**config.mk**
```make
export PLATFORM = sky130hd
export DESIGN_NAME = clocked_serial_channel_master_tx
export DESIGN_NICKNAME = d
export VERILOG_FILES = /design/src/design/serial_channel_pkg.sv /design/src/design/clocked_serial_channel_master_tx.sv /design/src/design/clock_rate_divider.sv /design/src/design/rx_word_buffer.sv
export SDC_FILE = /design/constraint.sdc
export NUM_CORES = 1
export LEC_CHECK = 0
export BUFFER_PORTS_ARGS = -buffer_cell sky130_fd_sc_hd__buf_2
export CAP_MARGIN = 5
export CORE_UTILIZATION = 30
export DETAILED_ROUTE_END_ITERATION = 6
export MAX_ROUTING_LAYER = met4
export PLACE_DENSITY = 0.58
export SYNTH_ARGS = -nofsm -noshare
export SYNTH_HDL_FRONTEND = slang
export SYNTH_HIERARCHICAL = 1
export SYNTH_SLANG_ARGS = --single-unit
```
**constraint.sdc**
```tcl
create_clock -name clk -period 9.4 [get_ports clk]
set_input_delay 2.35 -clock clk [delete_from_list [all_inputs] [get_ports clk]]
set_output_delay 2.35 -clock clk [all_outputs]
set_load 0.01 [all_outputs]
```
**src/design/serial_channel_pkg.sv**
```systemverilog
package serial_channel_pkg;

    // ********************************************************
    // word and clock geometry
    // ********************************************************
    localparam int            data_width     = 8;
    localparam logic [3:0]    short_len      = 4'h7;
    localparam logic [3:0]    long_len       = 4'h8;
    localparam int            prescale_width = 4;
    localparam int            count_width    = 7;
    localparam int            min_half_first = 1;
    localparam int            min_half_other = 2;
    localparam int            rx_depth       = 2;

    // ********************************************************
    // reset values and slave idle fill
    // ********************************************************
    localparam logic          clock_level_reset = 1'b1;
    localparam logic          data_level_reset  = 1'b1;
    localparam logic [7:0]    idle_fill         = 8'hff;
    localparam logic [2:0]    sync_high         = 3'h7;
    localparam logic [2:0]    sync_low          = 3'h0;

    // ********************************************************
    // channel states
    // ********************************************************
    typedef enum logic [0:0] {
        idle_state  = 1'b0,
        shift_state = 1'b1
    } chan_fsm_type;

endpackage

```
**src/design/clocked_serial_channel_master_tx.sv**
```systemverilog
// Notes on behaviour
// - stop trigger is a pulse, never stored
// - enable status readable, cleared by stop trigger
// - clock level writable while channel stopped
// - data level writable while output disabled
// - three lines, master or slave clocking
// - seven or eight bits, either bit order
// - fastest clock: first channel /2, else /4
// - prescaler and counter set master period
// - slave clock up to one sixth rate
// - interrupt at word end or buffer empty
// - data phase: first bit half clock early
// - clock phase bit inverts serial clock
// - write while full overwrites pending word silently
// - any channel in slave mode receives on clock without processor
// - slave select exists on first channel only
// - overrun flag on receive, none for transmit
// - slave select high blocks slave-mode transfers
// - gate off: writes ignored, defaults read
`timescale 1ns/1ps
module clocked_serial_channel_master_tx #(
    parameter bit first_channel = 1'b1
) (
    input  wire logic                                        clk,
    input  wire logic                                        reset,
    input  wire logic                                        unit_clock_gate_enable,
    input  wire logic                                        chan_start_trigger,
    input  wire logic                                        chan_stop_trigger,
    output logic                                             chan_enable_status,
    input  wire logic                                        slave_mode,
    input  wire logic                                        interrupt_source_select,
    input  wire logic                                        data_phase_sel,
    input  wire logic                                        clock_phase_sel,
    input  wire logic                                        word_len8,
    input  wire logic                                        lsb_first,
    input  wire logic [serial_channel_pkg::prescale_width-1:0] prescale_sel,
    input  wire logic [serial_channel_pkg::count_width-1:0]  divider_count,
    input  wire logic                                        serial_output_enable,
    input  wire logic                                        out_levels_write,
    input  wire logic                                        clock_level_wdata,
    input  wire logic                                        data_level_wdata,
    output logic                                             clock_out_level,
    output logic                                             data_out_level,
    input  wire logic                                        chan_data_write,
    input  wire logic [serial_channel_pkg::data_width-1:0]   chan_data_wdata,
    output logic                                             buffer_full_flag,
    output logic                                             transfer_busy,
    output logic                                             chan_transfer_interrupt,
    output logic                                             overrun_flag,
    input  wire logic                                        overrun_clear,
    output logic [serial_channel_pkg::data_width-1:0]        rx_data,
    output logic                                             rx_valid,
    input  wire logic                                        rx_ready,
    input  wire logic                                        slave_select_n,
    input  wire logic                                        sck_in,
    output logic                                             sck_out,
    output logic                                             sck_oe,
    input  wire logic                                        sdi,
    output logic                                             sdo
);
    typedef struct packed {
        serial_channel_pkg::chan_fsm_type st;
        logic                             enabled;
        logic                             phase;
        logic [3:0]                       bits;
        logic [7:0]                       tx;
        logic [7:0]                       rx;
        logic [7:0]                       data;
        logic                             bff;
        logic                             ckl;
        logic                             dol;
        logic                             ovf;
        logic                             irq;
        logic [2:0]                       sck_s;
        logic [2:0]                       sdi_s;
        logic [2:0]                       ss_s;
        logic                             sck_f;
        logic                             sdi_f;
        logic                             ss_f;
    } chan_state_type;

    localparam chan_state_type reset_value = '{
        st:      serial_channel_pkg::idle_state,
        enabled: 1'b0,
        phase:   1'b0,
        bits:    4'h0,
        tx:      8'h00,
        rx:      8'h00,
        data:    8'h00,
        bff:     1'b0,
        ckl:     serial_channel_pkg::clock_level_reset,
        dol:     serial_channel_pkg::data_level_reset,
        ovf:     1'b0,
        irq:     1'b0,
        sck_s:   serial_channel_pkg::sync_high,
        sdi_s:   serial_channel_pkg::sync_low,
        ss_s:    serial_channel_pkg::sync_high,
        sck_f:   1'b1,
        sdi_f:   1'b0,
        ss_f:    1'b1
    };

    chan_state_type s;
    chan_state_type next_s;
    logic           tick;
    logic           master;
    logic           ev;
    logic           pin_active;
    logic           word_done;
    logic [7:0]     word_data;
    logic           rx_in_ready;
    logic [3:0]     len;

    // ********************************************************
    // bit order and word length helpers
    // ********************************************************
    function automatic logic out_bit(input logic [7:0] sr, input logic lsb, input logic l8);
        out_bit = lsb ? sr[0] : (l8 ? sr[7] : sr[6]);
    endfunction

    function automatic logic [7:0] shift_word(input logic [7:0] sr, input logic lsb);
        shift_word = lsb ? {1'b1, sr[7:1]} : {sr[6:0], 1'b1};
    endfunction

    function automatic logic [7:0] take_bit(input logic [7:0] sr, input logic lsb, input logic b);
        take_bit = lsb ? {b, sr[7:1]} : {sr[6:0], b};
    endfunction

    // ********************************************************
    // master shift clock
    // ********************************************************
    clock_rate_divider #(
        .prescale_width (serial_channel_pkg::prescale_width),
        .count_width    (serial_channel_pkg::count_width),
        .min_half       (first_channel ? serial_channel_pkg::min_half_first : serial_channel_pkg::min_half_other)
    ) divider (
        .clk           (clk),
        .reset         (reset),
        .run           (s.enabled && master && s.st == serial_channel_pkg::shift_state),
        .prescale_sel  (prescale_sel),
        .divider_count (divider_count),
        .tick          (tick)
    );

    // ********************************************************
    // received words wait here, two deep, so a stalled reader loses none until both are full
    // ********************************************************
    rx_word_buffer #(
        .width (serial_channel_pkg::data_width),
        .depth (serial_channel_pkg::rx_depth)
    ) rx_buffer (
        .clk       (clk),
        .reset     (reset || !unit_clock_gate_enable),
        .in_valid  (word_done),
        .in_ready  (rx_in_ready),
        .in_data   (word_data),
        .out_valid (rx_valid),
        .out_ready (rx_ready),
        .out_data  (rx_data)
    );

    // ********************************************************
    // channel sequencing
    // ********************************************************
    always_comb begin
        next_s    = s;
        word_done = 1'b0;
        word_data = 8'h00;
        master    = !slave_mode;
        len       = word_len8 ? serial_channel_pkg::long_len : serial_channel_pkg::short_len;
        next_s.irq = 1'b0;

        // three-stage pin sync; a change counts when stages two and three agree
        next_s.sck_s = {s.sck_s[1:0], sck_in};
        next_s.sdi_s = {s.sdi_s[1:0], sdi};
        next_s.ss_s  = {s.ss_s[1:0], slave_select_n};
        if (s.sck_s[1] == s.sck_s[2]) begin
            next_s.sck_f = s.sck_s[2];
        end
        if (s.sdi_s[1] == s.sdi_s[2]) begin
            next_s.sdi_f = s.sdi_s[2];
        end
        if (s.ss_s[1] == s.ss_s[2]) begin
            next_s.ss_f = s.ss_s[2];
        end

        // pin edge in slave mode, tick in master mode
        pin_active = ((s.sck_f ^ clock_phase_sel) == 1'b0);
        if (master) begin
            ev = tick;
        end else begin
            ev = (next_s.sck_f != s.sck_f) && (!first_channel || !s.ss_f);
            pin_active = ((next_s.sck_f ^ clock_phase_sel) == 1'b0);
        end

        if (overrun_clear) begin
            next_s.ovf = 1'b0;
        end
        if (out_levels_write) begin
            if (!s.enabled) begin
                next_s.ckl = clock_level_wdata;
            end
            if (!serial_output_enable) begin
                next_s.dol = data_level_wdata;
            end
        end
        if (chan_start_trigger) begin
            next_s.enabled = 1'b1;
        end

        if (s.enabled) begin
            // a slave with nothing queued still clocks out idle ones and receives
            if (s.st == serial_channel_pkg::idle_state &&
                (s.bff || (!master && ev && pin_active))) begin
                next_s.st    = serial_channel_pkg::shift_state;
                next_s.phase = 1'b0;
                next_s.bits  = 4'h0;
                next_s.tx    = s.bff ? s.data : serial_channel_pkg::idle_fill;
                next_s.bff   = 1'b0;
                if (s.bff && interrupt_source_select) begin
                    next_s.irq = 1'b1;
                end
                if (data_phase_sel) begin
                    if (serial_output_enable) begin
                        next_s.dol = out_bit(next_s.tx, lsb_first, word_len8);
                    end
                    next_s.tx = shift_word(next_s.tx, lsb_first);
                end
            end

            if (next_s.st == serial_channel_pkg::shift_state && ev) begin
                if (!next_s.phase && (master || pin_active)) begin
                    if (master) begin
                        next_s.ckl = clock_phase_sel;
                    end
                    if (!data_phase_sel) begin
                        if (serial_output_enable) begin
                            next_s.dol = out_bit(next_s.tx, lsb_first, word_len8);
                        end
                        next_s.tx = shift_word(next_s.tx, lsb_first);
                    end else begin
                        next_s.rx = take_bit(next_s.rx, lsb_first, s.sdi_f);
                    end
                    next_s.phase = 1'b1;
                end else if (next_s.phase && (master || !pin_active)) begin
                    if (master) begin
                        next_s.ckl = !clock_phase_sel;
                    end
                    if (!data_phase_sel) begin
                        next_s.rx = take_bit(next_s.rx, lsb_first, s.sdi_f);
                    end
                    next_s.phase = 1'b0;
                    next_s.bits  = next_s.bits + 4'h1;
                    if (next_s.bits == len) begin
                        word_done = 1'b1;
                        if (word_len8) begin
                            word_data = next_s.rx;
                        end else if (lsb_first) begin
                            word_data = {1'b0, next_s.rx[7:1]};
                        end else begin
                            word_data = {1'b0, next_s.rx[6:0]};
                        end
                        next_s.st = serial_channel_pkg::idle_state;
                        if (!interrupt_source_select) begin
                            next_s.irq = 1'b1;
                        end
                        if (!rx_in_ready) begin
                            next_s.ovf = 1'b1;
                        end
                    end else if (data_phase_sel) begin
                        if (serial_output_enable) begin
                            next_s.dol = out_bit(next_s.tx, lsb_first, word_len8);
                        end
                        next_s.tx = shift_word(next_s.tx, lsb_first);
                    end
                end
            end
        end

        // a late write replaces the pending word and wins over the load
        if (chan_data_write) begin
            next_s.data = chan_data_wdata;
            next_s.bff  = 1'b1;
        end
        // levels stay where they were, so the pins hold still
        if (chan_stop_trigger) begin
            next_s.enabled = 1'b0;
            next_s.st      = serial_channel_pkg::idle_state;
            next_s.phase   = 1'b0;
        end
        if (!unit_clock_gate_enable) begin
            next_s = reset_value;
        end
    end

    always_ff @(posedge clk) begin
        if (reset) begin
            s <= reset_value;
        end else begin
            s <= next_s;
        end
    end

    assign chan_enable_status      = s.enabled;
    assign buffer_full_flag        = s.bff;
    assign transfer_busy           = (s.st == serial_channel_pkg::shift_state);
    assign chan_transfer_interrupt = s.irq;
    assign overrun_flag            = s.ovf;
    assign clock_out_level         = s.ckl;
    assign data_out_level          = s.dol;
    assign sck_out                 = s.ckl;
    assign sck_oe                  = master;
    assign sdo                     = s.dol;

    // ********************************************************
    // checks
    // ********************************************************
    chk_stop_clears_status: assert property (@(posedge clk) disable iff (reset)
        chan_stop_trigger |=> !chan_enable_status && !transfer_busy) else $error("stop left channel on");
    chk_gate_reads_default: assert property (@(posedge clk) disable iff (reset)
        !unit_clock_gate_enable |=> !chan_enable_status && !buffer_full_flag && !overrun_flag)
        else $error("gated unit not at defaults");
    chk_clock_level_write: assert property (@(posedge clk) disable iff (reset)
        (unit_clock_gate_enable && !chan_enable_status && out_levels_write)
        |=> clock_out_level == $past(clock_level_wdata)) else $error("clock level not written");
    chk_data_level_write: assert property (@(posedge clk) disable iff (reset)
        (unit_clock_gate_enable && !serial_output_enable && out_levels_write)
        |=> data_out_level == $past(data_level_wdata)) else $error("data level not written");
    chk_stopped_hold: assert property (@(posedge clk) disable iff (reset)
        (!chan_enable_status && !out_levels_write && unit_clock_gate_enable) ##1 unit_clock_gate_enable
        |-> $stable(clock_out_level) && $stable(data_out_level)) else $error("stopped pins moved");
    chk_overwrite_full: assert property (@(posedge clk) disable iff (reset)
        (chan_data_write && unit_clock_gate_enable) |=> buffer_full_flag && s.data == $past(chan_data_wdata))
        else $error("write did not refill buffer");
    chk_end_clock_idle: assert property (@(posedge clk) disable iff (reset)
        (chan_transfer_interrupt && !$past(interrupt_source_select) && !$past(slave_mode))
        |-> clock_out_level == !$past(clock_phase_sel)) else $error("clock not idle at word end");
    chk_irq_single_pulse: assert property (@(posedge clk) disable iff (reset)
        chan_transfer_interrupt |=> !chan_transfer_interrupt) else $error("interrupt longer than a pulse");
    chk_overrun_on_stall: assert property (@(posedge clk) disable iff (reset)
        (word_done && !rx_in_ready && unit_clock_gate_enable) |=> overrun_flag)
        else $error("lost word without overrun");
endmodule

```
**src/design/clock_rate_divider.sv**
```systemverilog
`timescale 1ns/1ps
module clock_rate_divider #(
    parameter int prescale_width = serial_channel_pkg::prescale_width,
    parameter int count_width    = serial_channel_pkg::count_width,
    parameter int min_half       = serial_channel_pkg::min_half_first
) (
    input  wire logic                      clk,
    input  wire logic                      reset,
    input  wire logic                      run,
    input  wire logic [prescale_width-1:0] prescale_sel,
    input  wire logic [count_width-1:0]    divider_count,
    output logic                           tick
);
    localparam int tw = 2 ** prescale_width + count_width;

    typedef struct packed {
        logic [tw-1:0] cnt;
    } div_state_type;

    div_state_type  s;
    div_state_type  next_s;
    logic [tw-1:0]  half_len;

    // ********************************************************
    // half period = 2^prescale * (count + 1) clocks, but never fewer than min_half
    // ********************************************************
    always_comb begin
        half_len = (tw'(divider_count) + tw'(1)) << prescale_sel;
        if (half_len < tw'(min_half)) begin
            half_len = tw'(min_half);
        end
        tick = run && (s.cnt == half_len - tw'(1));
        next_s = s;
        if (!run || tick) begin
            next_s.cnt = '0;
        end else begin
            next_s.cnt = s.cnt + tw'(1);
        end
    end

    always_ff @(posedge clk) begin
        if (reset) begin
            s <= '0;
        end else begin
            s <= next_s;
        end
    end

    chk_half_period_min: assert property (@(posedge clk) disable iff (reset)
        (tick && min_half > 1) |=> !tick) else $error("shift clock faster than allowed");
endmodule

```
**src/design/rx_word_buffer.sv**
```systemverilog
`timescale 1ns/1ps
module rx_word_buffer #(
    parameter int width = serial_channel_pkg::data_width,
    parameter int depth = serial_channel_pkg::rx_depth
) (
    input  wire logic             clk,
    input  wire logic             reset,
    input  wire logic             in_valid,
    output logic                  in_ready,
    input  wire logic [width-1:0] in_data,
    output logic                  out_valid,
    input  wire logic             out_ready,
    output logic [width-1:0]      out_data
);
    localparam int cw = $clog2(depth + 1);

    typedef struct packed {
        logic [depth-1:0][width-1:0] entry;
        logic [cw-1:0]               count;
    } buf_state_type;

    buf_state_type  s;
    buf_state_type  next_s;
    logic           push;
    logic           pop;
    logic [cw-1:0]  slot;

    // head entry is a flop, so read data leave from a register
    assign in_ready  = (s.count != cw'(depth));
    assign out_valid = (s.count != '0);
    assign out_data  = s.entry[0];

    always_comb begin
        next_s = s;
        push   = in_valid && in_ready;
        pop    = out_valid && out_ready;
        slot   = pop ? s.count - cw'(1) : s.count;
        if (pop) begin
            for (int i = 0; i < depth - 1; i++) begin
                next_s.entry[i] = s.entry[i + 1];
            end
        end
        if (push) begin
            next_s.entry[slot] = in_data;
        end
        next_s.count = s.count + cw'(push) - cw'(pop);
    end

    always_ff @(posedge clk) begin
        if (reset) begin
            s <= '0;
        end else begin
            s <= next_s;
        end
    end

    chk_buffer_full_stall: assert property (@(posedge clk) disable iff (reset)
        (s.count == cw'(depth) && !out_ready) |=> !in_ready) else $error("full buffer accepted a word");
endmodule

```
==> results.ini <==
[cells_and_area]
area_delta_synth_final_pct = 9.320
seqCellArea_um2 = 1782
multiInputGateArea_um2 = 5109
nFillCells = 2530
drive_gt1_frac = 0.1903
insertedDiodeCount = 0
final_cells = 1265
finalNetCount = 988
final_area_um2 = 8028

[sta]
relSlewSlack = 0.4144
setup_viol = 0
final.min_clock_period_ns = 8.628
skew_ns = 0.01420
final_max_slew_viol_count = 0
setup_tns_ns = 0
worst_slack_ns = 0.7722
finalCritPeriodShare = 0.9178
worst_slew_pin_slew_ns = 0.8717
rsz0062_at_grt = no
hold_viol = 0
fmaxAchievable_mhz = 115.9

[clock_tree]
postCtsSetupBuffers = 0
cts-root-buf = clkbuf_16
post_cts_resized = 0
clock-sinks = 89
cts_tree = yes
numCtsBuffers = 9
clockBufferDepth = 2
ctsHoldBuffers = 0
path_clk_slew_ns = 0.07
cts_max_level = 3
clock_latency_ns = 0.36

[die]
dieHeight_um = 158.5
die_x_um = 158.5
core_region_area_um2 = 23750
start_util = 0.3092
io_pins = 59
die_area_um2 = 25110
std_cell_rows = 56

[status]
status = finished clean

[grt]
grt_pass1_wl_um = 31360
grt_pass1_vias = 6271
grt_remaining_overflow = 0
antenna_found_initial = 0
grt_max_degree = 37
globalRouteTotalUtil = 0.1603

[power_and_ir_drop]
peakVddDrop_v = 0.00008544
pwr-share-seq = 0.409
netSwitchingFraction = 0.3155
p_switching_uw = 295.0
leakagePower_uw = 0.003042
power.density_nw_per_um2 = 116.5
p_int_uw = 640.0
p_comb_frac = 0.204
clkPwrFrac = 0.388

[setup_path]
worstRegToRegCells = 18
worstSetupPathType = input pin to flop
cp.required_ns = 9.61
reg2reg_from = divider/s[19]
cpPeakStageDelay_ns = 0.65
r2r_end = rx_buffer/s[1]
cp.arrival_ns = 8.83
worstPathMaxFanout = 36
r2r_slack_ns = 5.38
slowest_stage = nor3b_1
path_buf_inv = 2
worstSetupEndpointType = flop
cpLargestDelayFamily = simple AND/OR/NAND/NOR gates
crit_top_cell = nand2_1
cp-start-kind = input pin

[route]
post_drt_via_cell_ratio = 5.282
vias = 6682
drt-wirelength-per-cell_um = 14.82
drt_pass1_iterations = 5
drc = 0
first_iter_violations = 453
ant_nets = 0
drt-total-wl_um = 18750

[placed_design]
placed_cell_area_um2 = 7734
dp_cells = 1249
pre_cts_ws_ns = 0.5228
hpwlAfterDp_um = 13930
gp_congestion = 0.9154
port_buffers = 58

[worst_hold_path]
min_to = s[4]
hold_path_class = flop to flop
hold_depth = 1
hold_path_startpoint = s[3]

[run]
drv_cap = 0

[yosys]
syn_avg_cell_area_um2 = 7.982
synthCells = 920
synth_edf_count = 0
yosys_warnings = 6
synth_ff_type = dfxtp_1
synth.ff_latch_count = 89
syn_area_um2 = 7343
ys_types = 105
synthArstFlopShare = 0
seq_area_frac_synth = 0.2426
synth_fp_nets = 967

## Yosys cell counts, types with 11 or more instances
master    count  area (µm²)
nand3_1      27       135.1
mux2_2       28       315.3
a21o_1       12       90.09
and3_1       23       143.9
and2_1       12       75.07
nand4_1      11       68.82
clkbuf_1     22       82.58
nand2_1     104       390.4
xor2_1       16       140.1
o21ai_0      31       155.2
nor2_1       84       315.3
mux2i_1      51       510.5
xnor2_1      32       280.3
nor3_1       17       85.08
a21oi_1      48       240.2
nand2b_1     37       231.5
buf_6        13       146.4
inv_1        17       63.81
buf_4        14       105.1
dfxtp_1      89        1782
nor2_2       20       125.1
## layer usage
layer	track usage	vias up	part of all wire
met5	-	-	0
met4	0.05311	0	0.017
met3	0.02531	28	0.045
met2	0.2565	181	0.46
met1	0.2049	3112	0.47
li1	-	3361	-
## power groups by stage
stage / Sequential [µW] / Clock [µW] / Combinational (µW)
3_5_place_dp: 391 / 0 / 186
3_3_place_gp: 391 / 0 / 189
4_1_cts: 382 / 377 / 187
5_1_grt: 383 / 391 / 209
6_report: 382 / 362 / 190
2_1_floorplan: 391 / 0 / 143
## metrics by stage
stage / hold WS, ns / util / total power, µW
6_report: 0.4100 / 0.3380 / 935.0
5_1_grt: 0.4503 / 0.3380 / 982.6
4_1_cts: 0.4125 / 0.3380 / 946.0
3_5_place_dp: 0.3968 / 0.3256 / 577.3
3_3_place_gp: 0.3946 / 0.3256 / 579.6
2_1_floorplan: 0.3863 / - / 533.1
## cell usage in the layout (no fill, tap or decap), drive strengths merged, types with 9 or more instances in the layout
cell / Yosys / final
nand2: 105 / 105
nor2: 104 / 104
dfxtp: 89 / 89
buf: 37 / 69
mux2i: 51 / 51
a21oi: 51 / 51
nand2b: 38 / 38
o21ai: 37 / 37
xnor2: 32 / 32
mux2: 30 / 30
nand3: 30 / 30
and3: 25 / 25
inv: 18 / 22
nor3: 17 / 17
xor2: 17 / 17
and2: 15 / 15
a21o: 12 / 12
nand4: 11 / 11
a31oi: 10 / 10
o211ai: 10 / 10
clkbuf: 22 / 9
## kinds of logic (layout without fill, tap and decap cells)
kind of cell | count (synthesis) | after routing | share of synthesized area
compound gates | 213 | 213 | 0.2183
flops | 89 | 89 | 0.2426
buf+inv | 78 | 104 | 0.06168
simple gates | 402 | 402 | 0.2880
mux | 81 | 81 | 0.1165
fa+ha+maj | 8 | 8 | 0.01346
xor+xnor | 49 | 49 | 0.05947
## layout make-up
| class | instances | area share |
|---|---|---|
| clock buffer | 9 | 0.02805 |
| sequential | 89 | 0.2219 |
| inverter | 19 | 0.008884 |
| multi-input combinational | 753 | 0.6364 |
| clock inverter | 7 | 0.008572 |
| tap | 319 | 0.04972 |
| timing repair buffer | 69 | 0.04645 |
## sequential cells by signal, indices dropped and copies added, names as in the netlist
signal / count
buffer_full_flag: 1
chan_enable_status: 1
chan_transfer_interrupt: 1
clock_out_level: 1
data_out_level: 1
divider/s: 23
overrun_flag: 1
rx_buffer/out_data: 8
rx_buffer/s: 10
s: 41
transfer_busy: 1
## worst max path at each step
stage	from	endpoint	slack (ns)	depth (start not counted)
6_report	prescale_sel[1]	rx_buffer/s[1]	0.77	28
5_1_grt	prescale_sel[1]	rx_buffer/s[1]	0.20	28
4_1_cts	prescale_sel[1]	rx_buffer/s[1]	0.88	28
3_5_place_dp	divider_count[0]	rx_buffer/s[1]	0.52	30
3_3_place_gp	divider_count[0]	rx_buffer/s[1]	0.62	30
2_1_floorplan	divider_count[0]	rx_buffer/s[1]	1.27	30
Power figures use the tool's default switching activity.
